`config.mk`:
```
export PLATFORM = sky130hd
export DESIGN_NAME = clockgen_smbus_control_regs
export DESIGN_NICKNAME = d
export VERILOG_FILES = /design/src/core/pin_sync.v /design/src/core/smbus_target.v /design/src/core/clockgen_smbus_control_regs.v
export VERILOG_INCLUDE_DIRS = /design/src /design/src/core
export SDC_FILE = /design/constraint.sdc
export NUM_CORES = 1
export LEC_CHECK = 0
export BUFFER_PORTS_ARGS = -buffer_cell sky130_fd_sc_hd__buf_2
export CAP_MARGIN = 20
export CORE_MARGIN = 2
export CORE_UTILIZATION = 35
export CTS_BUF_LIST = sky130_fd_sc_hd__clkbuf_8 sky130_fd_sc_hd__clkbuf_16
export DETAILED_ROUTE_END_ITERATION = 7
export PLACE_DENSITY = 0.48
export SETUP_SLACK_MARGIN = 0.15
export SYNTH_ARGS = -nofsm -noshare
export SYNTH_HDL_FRONTEND = slang
export SYNTH_HIERARCHICAL = 1
export SYNTH_SLANG_ARGS = --single-unit
```
`constraint.sdc`:
```
create_clock -name clk_i -period 4.6 [get_ports clk_i]
set_clock_uncertainty 0.05 [all_clocks]
set_input_delay 0.23 -clock clk_i [delete_from_list [all_inputs] [get_ports clk_i]]
set_output_delay 0.23 -clock clk_i [all_outputs]
set_load 0.005 [all_outputs]
```
`src/core/clockgen_defines.vh`:
```
`ifndef CLOCKGEN_DEFINES_VH
`define CLOCKGEN_DEFINES_VH

// Register indices
`define IDX_OUTPUT_ENABLE_CTRL    8'h00
`define IDX_SPREAD_AMPLITUDE_CTRL 8'h01
`define IDX_PAIR_EDGE_RATE_CTRL   8'h02
`define IDX_CRYSTAL_COPY_CTRL     8'h03
`define IDX_RESERVED_ALL_ONES     8'h04
`define IDX_REVISION_VENDOR_IDENT 8'h05
`define IDX_DEVICE_CATEGORY_IDENT 8'h06
`define IDX_BLOCK_READ_LENGTH     8'h07

// Reset values of writable fields
`define RST_PAIR_OE        4'hF
`define RST_SPREAD_SW_SEL  1'b0
`define RST_SPREAD_AMOUNT  2'h0
`define RST_AMPLITUDE      2'h2
`define RST_PAIR_EDGE      4'hF
`define RST_REF_EDGE       2'h1
`define RST_REF_WAKE       1'b0
`define RST_REF_OE         1'b1
`define RST_READ_LENGTH    5'h08

// Fixed read values
`define RESERVED_BYTE      8'hFF
`define RSVD_HI_NIBBLE     4'hF
`define RSVD_BIT_ONE       1'b1
`define RSVD_BYTE7_HI      3'h0

// Spread strap encodings
`define STRAP_LOW          2'h0
`define STRAP_MID          2'h1
`define STRAP_HIGH         2'h3

// Bus address, all seven bits with bit 1 clear; the strap supplies bit 1 of the seven
`define BUS_ADDR_BASE      7'h68
`define BUS_ADDR_STRAP_BIT 1

`endif

```
`src/core/pin_sync.v`:
```
`timescale 1ns/1ps
// Three-stage synchroniser; the output moves only when stages two and three agree
module pin_sync #(
    parameter RESET_VALUE = 1'b1
) (
    input  wire clk_i,
    input  wire reset_i,
    input  wire pin_i,
    output reg  level_o
);
    reg meta;
    reg stage2;
    reg stage3;

    // Metastability chain; meta feeds stage2 only
    always @(posedge clk_i or posedge reset_i) begin
        if (reset_i) begin
            meta    <= RESET_VALUE;
            stage2  <= RESET_VALUE;
            stage3  <= RESET_VALUE;
            level_o <= RESET_VALUE;
        end else begin
            meta   <= pin_i;
            stage2 <= meta;
            stage3 <= stage2;
            if (stage2 == stage3) begin
                level_o <= stage3;
            end
        end
    end
endmodule

```
`src/core/smbus_target.v`:
```
`timescale 1ns/1ps
`include "clockgen_defines.vh"
// SMBus block-protocol target: address, index, count, data bytes
module smbus_target (
    input  wire       clk_i,
    input  wire       reset_i,
    input  wire       scl_i,
    input  wire       sda_i,
    input  wire [6:0] bus_address_i,
    input  wire [4:0] read_length_i,
    input  wire [7:0] rd_data_i,
    output reg  [7:0] index_o,
    output reg  [7:0] wr_data_o,
    output reg        wr_strobe_o,
    output reg        sda_oe_o
);
    localparam [5:0] ST_IDLE  = 6'h01;
    localparam [5:0] ST_RECV  = 6'h02;
    localparam [5:0] ST_ACK   = 6'h04;
    localparam [5:0] ST_SEND  = 6'h08;
    localparam [5:0] ST_MACK  = 6'h10;
    localparam [5:0] ST_WAIT  = 6'h20;

    localparam [1:0] PH_ADDR  = 2'h0;
    localparam [1:0] PH_INDEX = 2'h1;
    localparam [1:0] PH_COUNT = 2'h2;
    localparam [1:0] PH_DATA  = 2'h3;

    reg [5:0] state;
    reg [1:0] phase;
    reg [2:0] bit_cnt;
    reg [7:0] shift;
    reg       scl_d;
    reg       sda_d;
    reg       reading;
    reg       host_acked;

    wire scl_rise = scl_i & ~scl_d;
    wire scl_fall = ~scl_i & scl_d;
    wire start_c  = scl_i & scl_d & sda_d & ~sda_i;
    wire stop_c   = scl_i & scl_d & ~sda_d & sda_i;

    // Byte-level engine; start and stop take priority over bit traffic
    always @(posedge clk_i or posedge reset_i) begin
        if (reset_i) begin
            state       <= ST_IDLE;
            phase       <= PH_ADDR;
            bit_cnt     <= 3'h0;
            shift       <= 8'h00;
            scl_d       <= 1'b1;
            sda_d       <= 1'b1;
            reading     <= 1'b0;
            host_acked  <= 1'b0;
            index_o     <= 8'h00;
            wr_data_o   <= 8'h00;
            wr_strobe_o <= 1'b0;
            sda_oe_o    <= 1'b0;
        end else begin
            scl_d       <= scl_i;
            sda_d       <= sda_i;
            wr_strobe_o <= 1'b0;
            if (start_c) begin
                state    <= ST_RECV;
                phase    <= PH_ADDR;
                bit_cnt  <= 3'h0;
                sda_oe_o <= 1'b0;
                host_acked <= 1'b0;
            end else if (stop_c) begin
                state    <= ST_IDLE;
                sda_oe_o <= 1'b0;
            end else begin
                case (state)
                    ST_RECV: begin
                        if (scl_rise) begin
                            shift   <= {shift[6:0], sda_i};
                            bit_cnt <= bit_cnt + 3'h1;
                            if (bit_cnt == 3'h7) begin
                                state <= ST_ACK;
                            end
                        end
                    end
                    ST_ACK: begin
                        // Drive ack on the falling edge after the eighth bit
                        if (scl_fall && !sda_oe_o) begin
                            case (phase)
                                PH_ADDR: begin
                                    if (shift[7:1] == bus_address_i) begin
                                        sda_oe_o   <= 1'b1;
                                        reading    <= shift[0];
                                    end else begin
                                        state <= ST_WAIT;
                                    end
                                end
                                PH_INDEX: begin
                                    index_o  <= shift;
                                    sda_oe_o <= 1'b1;
                                end
                                PH_COUNT: begin
                                    // Count is acknowledged but not enforced
                                    sda_oe_o <= 1'b1;
                                end
                                default: begin
                                    wr_data_o   <= shift;
                                    wr_strobe_o <= 1'b1;
                                    sda_oe_o    <= 1'b1;
                                end
                            endcase
                        end else if (scl_fall && sda_oe_o) begin
                            // Ack clocked out; release and pick next phase
                            sda_oe_o <= 1'b0;
                            bit_cnt  <= 3'h0;
                            if (phase == PH_ADDR && reading) begin
                                state <= ST_SEND;
                                shift <= {3'h0, read_length_i};
                            end else begin
                                state <= ST_RECV;
                                if (phase == PH_DATA) begin
                                    index_o <= index_o + 8'h01;
                                end else if (phase == PH_ADDR) begin
                                    phase <= PH_INDEX;
                                end else if (phase == PH_INDEX) begin
                                    phase <= PH_COUNT;
                                end else begin
                                    phase <= PH_DATA;
                                end
                            end
                        end
                    end
                    ST_SEND: begin
                        // Open-drain: enable only to pull a zero low
                        sda_oe_o <= ~shift[7];
                        if (scl_fall) begin
                            shift   <= {shift[6:0], 1'b1};
                            bit_cnt <= bit_cnt + 3'h1;
                            sda_oe_o <= ~shift[6];
                            if (bit_cnt == 3'h7) begin
                                state    <= ST_MACK;
                                sda_oe_o <= 1'b0;
                            end
                        end
                    end
                    ST_MACK: begin
                        // Host ack continues, nack ends the read
                        if (scl_rise) begin
                            if (sda_i) begin
                                state <= ST_WAIT;
                            end else begin
                                // Load this index, then step so the next byte is ready
                                host_acked <= 1'b1;
                                bit_cnt    <= 3'h0;
                                shift      <= rd_data_i;
                                index_o    <= index_o + 8'h01;
                            end
                        end else if (scl_fall && host_acked) begin
                            // Wait for SCL low so data never moves while it is high
                            host_acked <= 1'b0;
                            state      <= ST_SEND;
                        end
                    end
                    default: begin
                        sda_oe_o <= 1'b0;
                    end
                endcase
            end
        end
    end
endmodule

```
`src/core/clockgen_smbus_control_regs.v`:
```
`timescale 1ns/1ps
`include "clockgen_defines.vh"
module clockgen_smbus_control_regs #(
    parameter [3:0] SILICON_REVISION_CODE = 4'h3,  // Arbitrary value
    parameter [3:0] MAKER_CODE            = 4'h9,  // Arbitrary value
    parameter [1:0] DEVICE_CATEGORY_CODE  = 2'h2,  // Arbitrary value
    parameter [5:0] DEVICE_CODE           = 6'h2A  // Arbitrary value
) (
    input  wire       clk_i,
    input  wire       reset_i,
    input  wire       smbus_clk_i,
    input  wire       smbus_data_i,
    output wire       smbus_data_o,
    output wire       smbus_data_oe_o,
    input  wire       power_good_powerdown_n_i,
    input  wire       bus_address_strap_i,
    input  wire [1:0] spread_strap_i,
    output reg  [3:0] pair_output_enable_o,
    output reg  [3:0] pair_edge_rate_select_o,
    output reg  [1:0] spread_amount_o,
    output reg  [1:0] amplitude_select_o,
    output reg  [1:0] ref_edge_rate_o,
    output reg        ref_run_o,
    output reg        ref_drive_enable_o
);
    // Writable fields
    reg [3:0] pair_oe;
    reg       spread_software_select;
    reg [1:0] spread_sw_amount;
    reg [1:0] amplitude;
    reg [3:0] pair_edge;
    reg [1:0] ref_edge;
    reg       ref_wake;
    reg       ref_oe;
    reg [4:0] read_length_field;

    // Straps captured once
    reg       straps_taken;
    reg       bus_address_sel;
    reg [1:0] spread_strap_latched;

    wire       scl_sync;
    wire       sda_sync;
    wire       pwrgd_sync;
    wire [7:0] index;
    wire [7:0] wr_data;
    wire       wr_strobe;
    reg  [7:0] rd_data;
    wire [6:0] bus_address;

    // Pins from the bus and board are asynchronous to clk_i
    pin_sync #(.RESET_VALUE(1'b1)) u_sync_scl (
        .clk_i   (clk_i),
        .reset_i (reset_i),
        .pin_i   (smbus_clk_i),
        .level_o (scl_sync)
    );

    pin_sync #(.RESET_VALUE(1'b1)) u_sync_sda (
        .clk_i   (clk_i),
        .reset_i (reset_i),
        .pin_i   (smbus_data_i),
        .level_o (sda_sync)
    );

    // Power counts as not good out of reset; a high start would latch straps early
    pin_sync #(.RESET_VALUE(1'b0)) u_sync_pwrgd (
        .clk_i   (clk_i),
        .reset_i (reset_i),
        .pin_i   (power_good_powerdown_n_i),
        .level_o (pwrgd_sync)
    );

    // Straps sampled on the first power-good; later toggles leave them alone
    always @(posedge clk_i or posedge reset_i) begin
        if (reset_i) begin
            straps_taken         <= 1'b0;
            bus_address_sel      <= 1'b0;
            spread_strap_latched <= `STRAP_LOW;
        end else if (pwrgd_sync && !straps_taken) begin
            straps_taken         <= 1'b1;
            bus_address_sel      <= bus_address_strap_i;
            spread_strap_latched <= (spread_strap_i == `STRAP_MID) ? `STRAP_MID :
                                    (spread_strap_i[1] ? `STRAP_HIGH : `STRAP_LOW);
        end
    end

    // Strap selects bit 1 of the address, giving two choices
    assign bus_address = `BUS_ADDR_BASE |
                         {5'h00, bus_address_sel, 1'b0};

    smbus_target u_target (
        .clk_i         (clk_i),
        .reset_i       (reset_i),
        .scl_i         (scl_sync),
        .sda_i         (sda_sync),
        .bus_address_i (bus_address),
        .read_length_i (read_length_field),
        .rd_data_i     (rd_data),
        .index_o       (index),
        .wr_data_o     (wr_data),
        .wr_strobe_o   (wr_strobe),
        .sda_oe_o      (smbus_data_oe_o)
    );

    // Open drain: only ever drives low
    assign smbus_data_o = 1'b0;

    // Register writes; only writable fields take data, others stay fixed
    always @(posedge clk_i or posedge reset_i) begin
        if (reset_i) begin
            pair_oe                <= `RST_PAIR_OE;
            spread_software_select <= `RST_SPREAD_SW_SEL;
            spread_sw_amount       <= `RST_SPREAD_AMOUNT;
            amplitude              <= `RST_AMPLITUDE;
            pair_edge              <= `RST_PAIR_EDGE;
            ref_edge               <= `RST_REF_EDGE;
            ref_wake               <= `RST_REF_WAKE;
            ref_oe                 <= `RST_REF_OE;
            read_length_field      <= `RST_READ_LENGTH;
        end else if (wr_strobe) begin
            if (index == `IDX_OUTPUT_ENABLE_CTRL) begin
                pair_oe <= wr_data[3:0];
            end else if (index == `IDX_SPREAD_AMPLITUDE_CTRL) begin
                spread_software_select <= wr_data[5];
                spread_sw_amount       <= wr_data[4:3];
                amplitude              <= wr_data[1:0];
            end else if (index == `IDX_PAIR_EDGE_RATE_CTRL) begin
                pair_edge <= wr_data[3:0];
            end else if (index == `IDX_CRYSTAL_COPY_CTRL) begin
                ref_edge <= wr_data[7:6];
                ref_wake <= wr_data[5];
                ref_oe   <= wr_data[4];
            end else if (index == `IDX_BLOCK_READ_LENGTH) begin
                read_length_field <= wr_data[4:0];
            end
        end
    end

    // Read mux; reserved bits return their fixed values
    always @* begin
        if (index == `IDX_OUTPUT_ENABLE_CTRL) begin
            rd_data = {`RSVD_HI_NIBBLE, pair_oe};
        end else if (index == `IDX_SPREAD_AMPLITUDE_CTRL) begin
            rd_data = {spread_strap_latched, spread_software_select,
                       spread_sw_amount, `RSVD_BIT_ONE, amplitude};
        end else if (index == `IDX_PAIR_EDGE_RATE_CTRL) begin
            rd_data = {`RSVD_HI_NIBBLE, pair_edge};
        end else if (index == `IDX_CRYSTAL_COPY_CTRL) begin
            rd_data = {ref_edge, ref_wake, ref_oe, `RSVD_HI_NIBBLE};
        end else if (index == `IDX_RESERVED_ALL_ONES) begin
            rd_data = `RESERVED_BYTE;
        end else if (index == `IDX_REVISION_VENDOR_IDENT) begin
            rd_data = {SILICON_REVISION_CODE, MAKER_CODE};
        end else if (index == `IDX_DEVICE_CATEGORY_IDENT) begin
            rd_data = {DEVICE_CATEGORY_CODE, DEVICE_CODE};
        end else if (index == `IDX_BLOCK_READ_LENGTH) begin
            rd_data = {`RSVD_BYTE7_HI, read_length_field};
        end else begin
            rd_data = `RESERVED_BYTE;
        end
    end

    // Analog controls; registered so outputs never glitch
    always @(posedge clk_i or posedge reset_i) begin
        if (reset_i) begin
            pair_output_enable_o    <= 4'h0;
            pair_edge_rate_select_o <= `RST_PAIR_EDGE;
            spread_amount_o         <= `RST_SPREAD_AMOUNT;
            amplitude_select_o      <= `RST_AMPLITUDE;
            ref_edge_rate_o         <= `RST_REF_EDGE;
            ref_run_o               <= 1'b0;
            ref_drive_enable_o      <= 1'b0;
        end else begin
            // Pairs held low while power is not good as well
            pair_output_enable_o    <= pwrgd_sync ? pair_oe : 4'h0;
            pair_edge_rate_select_o <= pair_edge;
            spread_amount_o         <= spread_software_select ?
                                       spread_sw_amount : spread_strap_latched;
            amplitude_select_o      <= amplitude;
            ref_edge_rate_o         <= ref_edge;
            ref_run_o               <= ref_oe & (pwrgd_sync | ref_wake);
            // Reference stays floating until the first power good
            ref_drive_enable_o      <= straps_taken;
        end
    end
endmodule

```
# Word-level counts from Yosys, hierarchy flattened
# Index checks and enable logic that the tools add are counted.
[word_totals]
reg_bits = 95
inputBits = 8
output_inout_bits = 18
word_cells = 234
[op_classes]
addsub = 2
eq_ne = 53
muxes = 81
bitwise = 22
n_reduce_logical = 33
[ops]
columns = ["op", "count"]
rows = [
  ["8-bit 2-to-1 mux", 22],
  ["6-bit 2-to-1 mux", 13],
  ["8-bit by 3-bit == test with 1-bit output, second input constant", 4],
  ["8-bit one-hot mux with 4 select lines", 1],
  ["3-bit 2-to-1 mux", 8],
  ["6-bit one-hot mux with 4 select lines", 1],
  ["2-bit 2-to-1 mux", 11],
  ["3-bit by 1-bit != test with 1-bit output, second input constant", 7],
  ["1-bit 2-to-1 mux", 20],
  ["10-bit AND reduction", 2],
  ["2-bit by 1-bit != test with 1-bit output, second input constant", 9],
  ["6-bit AND reduction", 3],
  ["8-bit by 2-bit == test with 1-bit output, second input constant", 2],
  ["4-bit by 1-bit != test with 1-bit output, second input constant", 4],
  ["8-bit one-hot mux with 2 select lines", 1],
  ["1-bit NOT", 13],
  ["3-bit one-hot mux with 4 select lines", 1],
  ["5-bit by 1-bit != test with 1-bit output, second input constant", 2],
  ["5-bit by 3-bit != test with 1-bit output, second input constant", 2],
  ["5-bit AND reduction", 2],
  ["3-bit by 2-bit != test with 1-bit output, second input constant", 3],
  ["9-bit AND reduction", 1],
  ["8-bit by 1-bit adder with 8-bit output, second input constant", 1],
  ["1-bit AND", 8],
  ["other kinds (33)", 50],
]

# Depth between registers and ports, before layout
[logic_depth]
word_depth = 12
depth_mapped = 9
mapped_depth_nobuf = 7

# Cells and area by module
# Netlist, hierarchy kept.
[modules_own_cells]
columns = ["mod", "n_inst", "cells_per_inst", "area_each_um2", "seq_area_each_um2"]
rows = [
  ["smbus_target", 1, 251, 2446.1, 1029.7],
  ["clockgen_smbus_control_regs", 1, 137, 1814.2, 1073.5],
  ["pin_sync (u_sync_scl ...)", 2, 6, 120.1, 105.1],
  ["pin_sync (u_sync_pwrgd)", 1, 6, 115.1, 100.1],
]

# Worst setup path after synthesis
# OpenSTA, ideal clock, no wires.
[synth_timing]
path_kind = "reg-to-reg"
startpoint = "reg u_target.state[2]"
endpoint = "reg u_target.shift[0]"
setup_time_ps = 125
arrival_ps = 2192
required_time_ps = 4425
slack_ps = 2233
path_stages_with_launch = 7
n_path_buf = 0
period_less_slack_ps = 2367
path_cell_list = "dfrtp_1 or4b_4 a21o_1 a31oi_2 nand3_2 nor3_4 mux2_2"
[synth_via]
elab_chain_cells = 3
word_cells_on_any_way = 14
cone_classes = "eq/ne (11); mux (1); reduce/logical (2)"
[synth_rtl]
columns = ["item", "line_no", "rtl"]
rows = [
  ["from (decl)", "smbus_target.v:29", "reg [5:0] state;"],
  ["from (signal assigned)", "smbus_target.v:46", "state <= ST_IDLE;"],
  ["from (signal assigned)", "smbus_target.v:63", "state <= ST_RECV;"],
  ["from (signal assigned)", "smbus_target.v:69", "state <= ST_IDLE;"],
  ["6-bit by 4-bit == test with 1-bit output, or another cell as far along", "smbus_target.v:72", "case (state)"],
  ["2-bit by 1-bit != test with 1-bit output (no source line), or another cell as far along", "--", ""],
  ["10-bit AND reduction (no source line)", "--", ""],
  ["to (signal assigned)", "smbus_target.v:75", "shift <= {shift[6:0], sda_i};"],
  ["to (signal assigned)", "smbus_target.v:114", "shift <= {3'h0, read_length_i};"],
  ["to (signal assigned)", "smbus_target.v:133", "shift <= {shift[6:0], 1'b1};"],
  ["to (decl)", "smbus_target.v:32", "reg [7:0] shift;"],
]
# Several ways; a longest one is shown, not always the timed one.
# A chain may end at the register's enable or synchronous reset.

# Worst setup path in the final report
[layout_timing]
startpoint = "reg u_target.state[3]"
endpoint = "reg u_target.wr_data_o[7]"
[layout_via]
elab_chain_cells = 2
[layout_rtl]
columns = ["item", "line_no", "rtl"]
rows = [
  ["6-bit by 3-bit == test with 1-bit output", "smbus_target.v:72", ""],
  ["5-bit AND reduction (no source line)", "--", ""],
  ["to (signal assigned)", "smbus_target.v:103", "wr_data_o <= shift;"],
  ["to (decl)", "smbus_target.v:13", "output reg [7:0] wr_data_o,"],
]
# No other way between the ends.

==> results.yml <==
worst_setup_path:
  critPathKind: "flip-flop to flip-flop"
  worstPathMaxFanout: 9
  cpPeakStageDelay_ns: 0.50
  ff2ff_setup_slack_ns: 1.97
  arrival_ns: 2.81
  worstReg2RegEnd: "u_target/wr_data_o[7]"
  r2r-start: "u_target/state[3]"
  r2r_cells: 5
  cp-end-kind: "flip-flop"
  path_cells: "or3b_1 > or2_1 > nor3_1 > and3_1 > mux2_2"
  startpoint_type: "flip-flop"
  critical-path-slowest-cell: "and3_1"
  cp.required_ns: 4.78
sta:
  hold_viol_final: 0
  tightest_slew_ns: 0.7417
  setup_viol_count_final: 0
  grt_setup_unrepaired: "no"
  fin_crit_ns: 2.631
  relSlewSlack_pct: 50.56
  max_clock_freq_mhz: 380.0
  fin_setup_tns_ns: 0
  setup_slack_ns: 1.969
  finalMaxSlewViolations: 0
  fin_crit_sh_pct: 57.20
global_routing:
  overflow: 0
  grt_use_total_pct: 15.62
  grt_max_degree: 43
  grt_pass1_vias: 3236
  grt_pass1_wl_um: 17080
  antenna_found_initial: 0
finish:
  multi_input_area_mm2: 0.002107
  antenna_cells: 0
  final_net_count: 446
  final_cell_count_no_fill: 611
  layout-drive-gt1-share_pct: 31.66
  nFillCells: 1268
  fin_area_mm2: 0.005219
  register_area_mm2: 0.002414
  areaGrowthSynthToFinish_pct: 13.07
worst_hold_path:
  hold_start: "bus_address_strap_i"
  hp-class: "input pin to flip-flop"
  hold_end: "bus_address_sel"
  hold_depth: 2
power_and_ir_drop:
  clockPowerShare_pct: 26.8
  comb_power_share_pct: 30.5
  p_sw_share_pct: 35.82
  power_switching_w: 0.0009353
  internal-power_w: 0.001676
  seq_power_share_pct: 42.7
  p_per_area_mw_per_mm2: 500.3
  p_leak_nw: 2.336
  ir_drop_v: 0.0002825
yosys:
  synth_edf_count: 0
  synthArstFlopShare_pct: 100.0
  syn_area_mm2: 0.004616
  synth_cells: 406
  syn_avg_cell_area_um2: 11.37
  synth-seq-cells: 95
  seq_area_frac_synth_pct: 52.29
  synth_cell_types: 63
  synthFlopType: "dfrtp_1"
  yosys_warnings: 6
clock_tree:
  clockBufferDepth: 2
  clockRootBuffer: "clkbuf_16"
  cts_resized: 0
  cts_buffers: 9
  clk_latency_ns: 0.35
  cts_sinks: 95
  holdBufCountCts: 4
  postCtsSetupRepairBufs: 0
  clk_pin_slew_ns: 0.06
  cts_tree: "yes"
  htree_levels: 3
drt:
  postRouteAntennaNets: 0
  drt-initial-drc-count: 136
  drt_first_pass_iters: 4
  wl_per_cell_um: 16.87
  wl_um: 10310
  vias: 3158
  routed_via_density: 5.169
  route.detailed.drc: 0
floorplanning:
  die-area_mm2: 0.01412
  core_mm2: 0.01272
  num_rows: 41
  start_util_pct: 36.28
  die_width_um: 118.8
  ios: 26
  die_h_um: 118.8
placed_design:
  place_congestion: 0.8930
  dp_slack_ns: 1.980
  numPortBuffers: 24
  dp_hpwl_um: 7341
  place_area_mm2: 0.004905
  dpl.cell_count: 592
job:
  drv_cap: 0
status:
  status: "complete, no violations"
[placed cells by master, fill, tap and decap left out, drive strengths merged, types with 6 or more instances in the layout]
master,netlist,layout
dfrtp,66,66
mux2,48,48
nand2,30,30
dfstp,29,29
buf,6,27
nor2,24,24
o21ai,23,23
nor3,16,16
a21oi,12,12
and2,11,11
nor2b,11,11
a22o,10,10
clkbuf,12,10
nand3,9,9
inv,7,8
conb,2,7
xnor2,6,6
a31oi,6,6
[power groups by stage]
stage	clock network (W)	registers, W	logic, W
after floorplan	0	0.00103	0.000687
after global placement	0	0.00113	0.000792
after detailed placement	0	0.00113	0.000791
after CTS	0.000734	0.00112	0.000800
after global routing	0.000767	0.00114	0.000890
final	0.000700	0.00111	0.000796
[logic make-up after synthesis]
logic type	share of synthesized area [%]
mux	13.12
buf+inv	2.467
other cells	0.1627
simple gates	16.10
compound gates	12.42
fa+ha+maj	1.545
xor+xnor	1.897
flops	52.29
[Yosys cell counts, drive strengths merged, types with 2 or more instances]
master  number  share of area, %
a211oi       3              0.49
a21boi       3              0.49
a21oi       12               1.3
a22o        10               1.9
a22oi        5              0.81
a31oi        6              0.95
and2        11               1.5
and3         4              0.54
and4         2              0.38
buf          6              0.92
clkbuf      12              0.98
conb         2              0.16
dfrtp       66                36
dfstp       29                17
ha           3              0.81
inv          7              0.57
maj3         3              0.73
mux2        48                12
mux2i        5               1.1
nand2       30               2.4
nand2b       3              0.41
nand3        9               1.2
nand4        4              0.68
nor2        24               2.2
nor2b       11               1.5
nor3        16               2.0
nor4         3              0.41
o211ai       5               1.1
o21a         2              0.33
o21ai       23               2.5
o22a         2              0.38
o22ai        3              0.41
o32a         2              0.43
or2          5              0.68
or3          2              0.27
or3b         3              0.57
xnor2        6               1.1
xor2         4              0.76
[flip-flops by register name, summed over array words and instances (netlist names), 3 cells and up]
signal,cells
read_length_field,5
u_target/wr_data_o,8
pair_edge,4
pair_oe,4
u_target/state,6
pair_edge_rate_select_o,4
u_target/shift,8
pair_output_enable_o,4
u_target/index_o,8
u_target/bit_cnt,3
[worst max-delay path by stage]
stage | cells past startpoint | to | startpoint | slack (ns)
5_1_grt | 6 | u_target/shift[6] | u_target/scl_d | 1.78
2_1_floorplan | 6 | u_target/shift[0] | u_target/state[2] | 2.23
6_report | 5 | u_target/wr_data_o[7] | u_target/state[3] | 1.97
3_5_place_dp | 5 | u_target/wr_data_o[7] | u_target/state[3] | 1.98
3_3_place_gp | 6 | u_target/shift[3] | u_target/state[2] | 1.96
4_1_cts | 6 | u_target/shift[3] | u_target/state[2] | 1.96
[per-stage QoR]
| stage | total power (W) | hold WS (ns) | utilization, % |
|---|---|---|---|
| after floorplan | 0.001719 | -0.05392 | - |
| after global placement | 0.001925 | 0.1163 | 38.55 |
| after detailed placement | 0.001922 | 0.1132 | 38.55 |
| after CTS | 0.002651 | 0.07813 | 41.02 |
| after global routing | 0.002796 | 0.08261 | 41.02 |
| final | 0.002611 | 0.08540 | 41.02 |
[final cells by class]
type | instances | area share, %
flip-flops and latches | 95 | 46.25
repair buffers | 31 | 3.500
clock buffers | 10 | 4.579
inverters | 7 | 0.5035
well taps | 172 | 4.124
multi-input cells | 291 | 40.37
clock inverters | 5 | 0.6713
[layer usage]
metal / GRT usage [%] / wire, um / vias up
li1: - / - / 1510
met1: 20.01 / 4744 / 1588
met2: 25.68 / 5055 / 51
met3: 4.358 / 335 / 9
met4: 4.762 / 170 / 0
met5: 0 / 0 / -
[worst max-delay path: cells and delay by family (launching register included)]
family / cells / cell delay (ns)
simple gates: 4 / 1.64
mux: 1 / 0.39
flops: 1 / 0.44
Note: power is estimated with default switching activity, not from simulation.
